==> src/rtl/ata_pio_pkg.sv <==
// shared constants for the ata pio host cycle generator
// assumes a single 250 MHz core clock and one drive on the parallel storage bus
package ata_pio_pkg;

    // ****************************************************
    // clock and counter widths
    // ****************************************************
    localparam int unsigned CLK_PERIOD_PS = 4000;
    localparam int unsigned CNT_W = 8;
    localparam int unsigned MODE_W = 3;
    localparam int unsigned NUM_MODES = 5;
    localparam logic [MODE_W-1:0] MODE_MAX = 3'h4;
    localparam int unsigned SYNC_STAGES = 2;

    // ****************************************************
    // pio timing figures in ns, modes 0 to 4
    // ****************************************************
    localparam int unsigned CYCLE_NS [NUM_MODES] = '{600, 383, 240, 180, 120};
    localparam int unsigned ACTIVE_NS [NUM_MODES] = '{165, 125, 100, 80, 70};
    localparam int unsigned RECOV_NS [NUM_MODES] = '{0, 0, 0, 70, 25};
    localparam int unsigned SETUP_NS [NUM_MODES] = '{70, 50, 30, 30, 25};
    localparam int unsigned HOLD_NS [NUM_MODES] = '{20, 15, 10, 10, 10};
    localparam int unsigned IORDY_SAMPLE_DELAY_NS = 35;

    // ****************************************************
    // address decode of the 16-bit data register
    // ****************************************************
    localparam logic [1:0] DATA_REG_CS = 2'h1;
    localparam logic [2:0] DATA_REG_DA = 3'h0;
    localparam logic [15:0] DATA_ZERO = 16'h0000;
    localparam logic [15:0] OE_ALL_OFF = 16'hffff;
    localparam logic [15:0] OE_WORD_ON = 16'h0000;
    localparam logic [15:0] OE_BYTE_ON = 16'hff00;
    localparam logic [15:0] LOW_BYTE_MASK = 16'h00ff;

    // least time in ns to whole clock cycles, rounded up, never below one
    function automatic logic [CNT_W-1:0] ns_to_cyc(input int unsigned ns);
        int unsigned c;
        c = (ns * 1000 + CLK_PERIOD_PS - 1) / CLK_PERIOD_PS;
        if (c == 0) begin
            c = 1;
        end
        return c[CNT_W-1:0];
    endfunction

    localparam logic [CNT_W-1:0] IORDY_SAMPLE_CYC = ns_to_cyc(IORDY_SAMPLE_DELAY_NS);
    localparam logic [CNT_W-1:0] IORDY_CHECK_CYC = IORDY_SAMPLE_CYC + CNT_W'(SYNC_STAGES);

    typedef enum logic [2:0] {
        ST_IDLE   = 3'h0,
        ST_SETUP  = 3'h1,
        ST_STROBE = 3'h3,
        ST_WAIT   = 3'h2,
        ST_HOLD   = 3'h6
    } pio_state_t;

endpackage

==> src/rtl/pio_timing_if.sv <==
// carrier of the per-mode phase lengths between the cycle generator and its timing table
// assumes both ends run on the same core clock
`timescale 1ns/1ns
interface pio_timing_if;
    import ata_pio_pkg::*;

    logic [MODE_W-1:0] mode;
    logic [CNT_W-1:0] cycle_cyc;
    logic [CNT_W-1:0] active_cyc;
    logic [CNT_W-1:0] recov_cyc;
    logic [CNT_W-1:0] setup_cyc;
    logic [CNT_W-1:0] hold_cyc;

    modport table_end (
        input mode,
        output cycle_cyc,
        output active_cyc,
        output recov_cyc,
        output setup_cyc,
        output hold_cyc
    );

    modport user_end (
        output mode,
        input cycle_cyc,
        input active_cyc,
        input recov_cyc,
        input setup_cyc,
        input hold_cyc
    );
endinterface

==> src/rtl/pio_timing_table.sv <==
// turns a pio mode number into phase lengths in core clock cycles
// assumes the mode is steady while a cycle runs; unknown modes fall back to mode 0
`timescale 1ns/1ns
module pio_timing_table
    import ata_pio_pkg::*;
(
    pio_timing_if.table_end tim
);

    // ****************************************************
    // lookup, every figure rounded up
    // ****************************************************
    always_comb begin
        int unsigned m;
        m = (tim.mode > MODE_MAX) ? 0 : int'(tim.mode);
        tim.cycle_cyc = ns_to_cyc(CYCLE_NS[m]);
        tim.active_cyc = ns_to_cyc(ACTIVE_NS[m]);
        tim.recov_cyc = ns_to_cyc(RECOV_NS[m]);
        tim.setup_cyc = ns_to_cyc(SETUP_NS[m]);
        tim.hold_cyc = ns_to_cyc(HOLD_NS[m]);
    end

endmodule

==> src/rtl/ata_pio_host_cycle.sv <==
// ata pio host cycle generator: runs one pio read or write on the drive per request
// assumes requests come from logic on core_clk_i and the drive pins are asynchronous
`timescale 1ns/1ns
module ata_pio_host_cycle
    import ata_pio_pkg::*;
(
    // clock and reset
    input wire logic core_clk_i,
    input wire logic resetn_i,
    // configuration
    input wire logic [MODE_W-1:0] pio_mode_i,
    input wire logic rd_active_high_i,
    input wire logic wr_active_high_i,
    // request
    input wire logic req_valid_i,
    output logic req_ready_o,
    input wire logic req_write_i,
    input wire logic [1:0] req_cs_i,
    input wire logic [2:0] req_da_i,
    input wire logic req_dma_cmd_i,
    input wire logic [15:0] req_wdata_i,
    // answer
    output logic rsp_valid_o,
    output logic [15:0] rsp_rdata_o,
    // drive pins
    output logic [1:0] cs_n_o,
    output logic [2:0] da_o,
    output logic dior_o,
    output logic diow_o,
    input wire logic iordy_i,
    input wire logic [15:0] data_i,
    output logic [15:0] data_o,
    output logic [15:0] data_oe_n_o
);

    // ****************************************************
    // state
    // ****************************************************
    typedef struct packed {
        pio_state_t st;
        logic [CNT_W-1:0] cnt;
        logic [CNT_W-1:0] cyc_cnt;
        logic [CNT_W-1:0] inact_cnt;
        logic write;
        logic wide;
        logic [15:0] wdata;
        logic [1:0] cs_n;
        logic [2:0] da;
        logic dior;
        logic diow;
        logic [15:0] dout;
        logic [15:0] oe_n;
        logic [15:0] rdata;
        logic rsp_valid;
        logic iordy_s1;
        logic iordy_s2;
        logic [15:0] data_s1;
        logic [15:0] data_s2;
    } host_state_t;

    host_state_t s;
    host_state_t next_s;

    pio_timing_if tim ();

    assign tim.mode = pio_mode_i;

    pio_timing_table u_timing (
        .tim(tim)
    );

    // true once a count plus the current cycle reaches a limit; one bit wider so a saturated count cannot wrap
    function automatic logic reached(input logic [CNT_W-1:0] v, input logic [CNT_W-1:0] lim);
        return ({1'b0, v} + {{CNT_W{1'b0}}, 1'b1}) >= {1'b0, lim};
    endfunction

    function automatic logic [CNT_W-1:0] sat_inc(input logic [CNT_W-1:0] v);
        return (v == {CNT_W{1'b1}}) ? v : v + 1'b1;
    endfunction

    // level driven on a strobe pin for a wanted on/off and polarity
    function automatic logic strobe_level(input logic on, input logic active_high);
        return on ? active_high : ~active_high;
    endfunction

    localparam host_state_t RESET_STATE = '{
        st: ST_IDLE,
        cnt: '0,
        cyc_cnt: '1,
        inact_cnt: '1,
        write: 1'b0,
        wide: 1'b0,
        wdata: DATA_ZERO,
        cs_n: 2'h3,
        da: 3'h0,
        dior: 1'b1,
        diow: 1'b1,
        dout: DATA_ZERO,
        oe_n: OE_ALL_OFF,
        rdata: DATA_ZERO,
        rsp_valid: 1'b0,
        iordy_s1: 1'b1,
        iordy_s2: 1'b1,
        data_s1: DATA_ZERO,
        data_s2: DATA_ZERO
    };

    // ****************************************************
    // next state
    // ****************************************************
    always_comb begin
        logic strobe_on;
        logic release_now;
        logic gate_ok;
        strobe_on = 1'b0;
        release_now = 1'b0;
        gate_ok = 1'b0;
        next_s = s;
        next_s.rsp_valid = 1'b0;
        next_s.cnt = sat_inc(s.cnt);
        next_s.cyc_cnt = sat_inc(s.cyc_cnt);
        next_s.inact_cnt = sat_inc(s.inact_cnt);

        // pin synchronisers
        next_s.iordy_s1 = iordy_i;
        next_s.iordy_s2 = s.iordy_s1;
        next_s.data_s1 = data_i;
        next_s.data_s2 = s.data_s1;

        // strobe may rise only once the previous cycle and recovery are long enough
        gate_ok = reached(s.cyc_cnt, tim.cycle_cyc)
                && reached(s.inact_cnt, tim.recov_cyc);

        unique case (s.st)
            ST_IDLE: begin
                if (req_valid_i) begin
                    next_s.st = ST_SETUP;
                    next_s.cnt = '0;
                    next_s.write = req_write_i;
                    next_s.wdata = req_wdata_i;
                    next_s.cs_n = ~req_cs_i;
                    next_s.da = req_da_i;
                    next_s.wide = req_dma_cmd_i
                        || (req_cs_i == DATA_REG_CS && req_da_i == DATA_REG_DA);
                    if (req_write_i) begin
                        next_s.dout = req_wdata_i;
                        next_s.oe_n = (next_s.wide) ? OE_WORD_ON : OE_BYTE_ON;
                    end
                end
            end
            ST_SETUP: begin
                if (reached(s.cnt, tim.setup_cyc) && gate_ok) begin
                    next_s.st = ST_STROBE;
                    next_s.cnt = '0;
                    next_s.cyc_cnt = '0;
                    strobe_on = 1'b1;
                end
            end
            ST_STROBE: begin
                strobe_on = 1'b1;
                // synchronised iordy at this count reflects the pin at the sample delay
                if (s.cnt == IORDY_CHECK_CYC && !s.iordy_s2) begin
                    next_s.st = ST_WAIT;
                end else if (s.cnt > IORDY_CHECK_CYC && reached(s.cnt, tim.active_cyc)) begin
                    release_now = 1'b1;
                end
            end
            ST_WAIT: begin
                strobe_on = 1'b1;
                if (s.iordy_s2 && reached(s.cnt, tim.active_cyc)) begin
                    release_now = 1'b1;
                end
            end
            ST_HOLD: begin
                if (reached(s.cnt, tim.hold_cyc)) begin
                    next_s.st = ST_IDLE;
                    next_s.cs_n = 2'h3;
                    next_s.oe_n = OE_ALL_OFF;
                    next_s.rsp_valid = 1'b1;
                end
            end
            default: begin
                next_s = RESET_STATE;
            end
        endcase

        if (release_now) begin
            strobe_on = 1'b0;
            next_s.st = ST_HOLD;
            next_s.cnt = '0;
            next_s.inact_cnt = '0;
            if (!s.write) begin
                next_s.rdata = s.wide ? s.data_s2 : (s.data_s2 & LOW_BYTE_MASK);
            end
        end

        next_s.dior = strobe_level(strobe_on && !s.write, rd_active_high_i);
        next_s.diow = strobe_level(strobe_on && s.write, wr_active_high_i);
    end

    // ****************************************************
    // registers
    // ****************************************************
    always_ff @(posedge core_clk_i or negedge resetn_i) begin
        if (!resetn_i) begin
            s <= RESET_STATE;
        end else begin
            s <= next_s;
        end
    end

    // ****************************************************
    // outputs
    // ****************************************************
    assign req_ready_o = (s.st == ST_IDLE);
    assign rsp_valid_o = s.rsp_valid;
    assign rsp_rdata_o = s.rdata;
    assign cs_n_o = s.cs_n;
    assign da_o = s.da;
    assign dior_o = s.dior;
    assign diow_o = s.diow;
    assign data_o = s.dout;
    assign data_oe_n_o = s.oe_n;

endmodule

==> config.mk <==
export PLATFORM = sky130hd
export DESIGN_NAME = ata_pio_host_cycle
export DESIGN_NICKNAME = d
export VERILOG_FILES = /design/src/rtl/ata_pio_pkg.sv /design/src/rtl/pio_timing_if.sv /design/src/rtl/pio_timing_table.sv /design/src/rtl/ata_pio_host_cycle.sv
export SDC_FILE = /design/constraint.sdc
export NUM_CORES = 1
export LEC_CHECK = 0
export BUFFER_PORTS_ARGS = -buffer_cell sky130_fd_sc_hd__buf_2
export CAP_MARGIN = 25
export CORE_ASPECT_RATIO = 1.1
export CORE_UTILIZATION = 55
export CTS_BUF_LIST = sky130_fd_sc_hd__clkbuf_4
export CTS_CLUSTER_SIZE = 25
export DETAILED_ROUTE_END_ITERATION = 7
export GPL_ROUTABILITY_DRIVEN = 0
export PLACE_DENSITY_LB_ADDON = 0.12
export SETUP_SLACK_MARGIN = 0.1
export SYNTH_ARGS = -nofsm -noshare
export SYNTH_HDL_FRONTEND = slang
export SYNTH_SLANG_ARGS = --single-unit
export TNS_END_PERCENT = 10
==> constraint.sdc <==
create_clock -name core_clk_i -period 3.25 [get_ports core_clk_i]
set_input_delay 0.975 -clock core_clk_i [delete_from_list [all_inputs] [get_ports core_clk_i]]
set_output_delay 0.975 -clock core_clk_i [all_outputs]
set_load 0.05 [all_outputs]
==> key figures <==
STA
  – Max_slew headroom: 53.2%
  – Min cycle time layout: 11860 ps
  – Worst Tran Pin Value: 697 ps
  – Final hold viol count: 0
  – Slew Viols, Final: 0
  – Final setup vio count: 50
  – Unrepaired setup endpoints after global routing: true
  – Worst Skew: 20.5 ps
  – Final worst slack: -8610 ps
  – F_max: 84.3 MHz
  – Period Utilization, post-route: 365%

Layout
  – Layout cells sized above 1: 37.7%
  – Nets@finish: 2372
  – Layout fillers: 1839
  – Design Area, Final: 18500 um2
  – Area added between synthesis and finish: 35.1%

Logic synthesis
  – Top cells by count, synth: ha_1 (155), nand2_1 (132), nor2_1 (113), inv_1 (97), a21oi_1 (96)
  – Compound-Gate Fraction of Synth Area: 23.6%
  – Synth Area in Adders: 16.9%
  – Top-area cell type share of the netlist area: 14.8%
  – Synth Flop Type: dfrtp_1
  – Mapped cell area: 13700 um2
  – Async S/R FF share, synth: 100%
  – Top-count cell post-synth: ha_1
  – Post-synth EDFFs: 0
  – Biggest area consumer among synthesized cells: dfrtp_1
  – Main combinational cell family by area after synthesis: compound AO/OA/AOI/OAI gates
  – Mapped Avg Cell Area: 8.19 um2
  – Mux contribution to synthesized area: 2.62%
  – Largest cells by area after synthesis: dfrtp_1 (15%), ha_1 (14%), dfstp_2 (4.6%), xnor2_1 (4.4%), nand2_1 (3.6%)
  – Cell variety after synth: 126
  – Yosys warning total: 0
  – Syn Inst Count: 1674
  – Simple-gate share of the synthesized area: 22.2%
  – Synthesized flop and latch total: 105
  – Post-Synth XOR/XNOR Area: 7.47%
  – Sequential area share after synthesis: 19.4%

Drt
  – Routed Antenna Nets: 0
  – # DRC: 20
  – Number of DRC markers in iteration 0: 808
  – Total wire length: 40700 um
  – Via density: 5.75
  – WL/cell: 16.5 um
  – Via count: 14.2k
  – Drt pass-1 iters: 8

Worst hold path
  – Min-delay worst type: reg -> reg

Critical path
  – Reg2Reg Setup Slack: -110 ps
  – Max stage delay cell, worst path: fa_1
  – Worst setup EP type: register
  – Critical path type: in -> reg
  – Worst Path Arrival: 12250 ps
  – WP data required: 3640 ps
  – Max incr delay on CP: 620 ps
  – CP max FO: 6
  – CP startpoint kind: input pin
  – Buf/Inv on CP: 10
  – Crit path max-delay family: compound AO/OA/AOI/OAI gates

Die
  – Die Y: 168 um
  – Core Region: 24500 um2
  – Die ar.: 25600 um2
  – Initial Util: 56.0%
  – Die span in x: 153 um
  – Ports: 105
  – Core Rows: 60

Placed design
  – Placed cell areas: 17500 um2
  – Post-DP HPWL: 30000 um
  – Post-Place Worst Slack: -9080 ps
  – IO Port Bufs: 104

Pwr
  – Final Power: 15.5 mW
  – LEAKAGE: 8.98 nW
  – Max VDD drop: 0.500 mV
  – Ratio of total power to cell area: 839 nW/um2

Clocking
  – CTS clk-pin slew, worst paths: 170 ps
  – Post-CTS Hold Buffers: 0
  – CTS buffer count: 9
  – CTS tree: done
  – Clock buffer depth: 2
  – Worst skew pair latency: 460 ps
  – CTS root buf: clkbuf_4
  – CTS H-tree lvls: 3
  – Clock sinks: 105

GRT
  – Gr usage total: 31.1%
  – Largest net degree at the start of global routing: 61
  – GRT overflow: 0
  – Initial antenna violation count: 1
  – Via count of the first global-routing pass: 13.9k
  – First-pass GRT wire length: 66100 um

Outcome
  – Outcome: finished, violations left
  – Failing checks: design-rule violations, negative setup slack

Job
  – Max_cap viols: 0
==> repair_timing <==
item,in CTS,in global routing
cloned,1,0
pin swaps,26,55
buffers inserted,32,16
setup endpoints to repair,50,50
endpoints found under the hold margin,0,0
gates resized for setup,54,62
==> logic make-up after synthesis <==
logic type / Yosys count
buf+inv: 222
xor+xnor: 112
compound gates: 446
flops: 105
mux: 34
other cells: 2
simple gates: 578
fa+ha+maj: 175
==> report_power, final <==
| part | internal [mW] | switching, mW | leakage [nW] |
|---|---|---|---|
| combinational | 6.02 | 6.67 | 7.63 |
| clock | 0.173 | 0.450 | 0.0742 |
| sequential | 1.91 | 0.320 | 1.28 |
| total | 8.10 | 7.44 | 8.98 |
==> path summary, 6_finish.rpt <==
kind,from,end,depth (start not counted)
worst min register to register,s[3]$_DFF_PN0_,rsp_rdata_o[3]$_DFF_PN0_,2
max in group asynchronous,resetn_i,s[110]$_DFFE_PN1P_,2
worst min-delay path,s[3]$_DFF_PN0_,rsp_rdata_o[3]$_DFF_PN0_,2
worst max-delay path,pio_mode_i[2],dior_o$_DFF_PN1_,62
min in group asynchronous,resetn_i,data_o[7]$_DFFE_PN0P_,1
worst max register to register,s[124]$_DFF_PN0_,dior_o$_DFF_PN1_,19
==> through the flow <==
stage | hold slack, ps | TNS (ps) | instances | util (%)
3_5_place_dp | 421 | -386370 | 2402 | 71.4
5_1_grt | 482 | -385720 | 2467 | 75.7
6_report | 450 | -356280 | 2467 | 75.7
2_1_floorplan | 414 | -364710 | 1686 | -
3_3_place_gp | 418 | -373400 | 2402 | 71.4
4_1_cts | 451 | -349450 | 2451 | 74.1
==> layout by cell type (no fill, tap or decap), types with 11 or more instances in the layout <==
cell type / Yosys / final
ha_1: 155 / 141
a21o_1: 23 / 23
o21ai_1: 10 / 19
and2_1: 56 / 53
dfstp_2: 24 / 24
a211oi_1: 15 / 14
fa_1: 18 / 16
nand2b_1: 39 / 35
buf_6: 2 / 12
mux2i_1: 28 / 27
o211ai_1: 11 / 11
dfrtp_1: 81 / 81
inv_2: 6 / 14
xor2_1: 39 / 39
nor2b_1: 28 / 26
inv_1: 97 / 86
a21oi_1: 96 / 88
o21ai_0: 86 / 72
nor2_1: 113 / 106
or3_1: 17 / 15
a22o_1: 17 / 17
and3_1: 22 / 20
buf_4: 56 / 454
nand3_1: 59 / 58
nand2_1: 132 / 128
buf_2: 5 / 100
nor3_1: 34 / 31
xnor2_1: 69 / 64
a31oi_1: 18 / 17
conb_1: 2 / 14
==> layer usage <==
layer / up-vias / global-route usage [%] / part of all wire (%)
met1: 6700 / 39.0 / 43
met3: 104 / 2.25 / 4.7
met4: 0 / 10.5 / 2.9
li1: 6919 / - / -
met5: - / 0 / 0
met2: 459 / 56.6 / 49
==> worst reg2reg max path, stage by stage, from the launching register on <==
cell and delay [ps]:
dfrtp_1 420, buf_4 180, nand3_1 100, xnor2_1 500, ha_1 330, o21ai_0 70
nand2b_1 70, a21oi_1 150, nor2b_1 60, o21ai_0 140, nand2b_1 100, a211oi_1 250
buf_4 150, a221o_1 160, buf_6 140, nor2_4 40, nor2_4 130, buf_6 100
nor4_2 30, xnor2_1 190
==> registers in the layout (all words and copies together) (netlist names) <==
signal and flops:
cs_n_o 2, diow_o 1, dior_o 1, data_o 16, da_o 3, rsp_valid_o 1
rsp_rdata_o 16, s 63, data_oe_n_o 2
==> layout make-up <==
class | count | area, um2 | area share, %
multi-input combinational | 1359 | 10800 | 58.3
timing repair buffer | 571 | 4140 | 22.3
sequential | 105 | 2660 | 14.3
inverter | 105 | 408 | 2.20
tap | 310 | 388 | 2.09
clock buffer | 9 | 67.6 | 0.365
clock inverter | 7 | 61.3 | 0.331
antenna | 1 | 2.50 | 0.0135
Note: power is estimated with default switching activity, not from simulation.
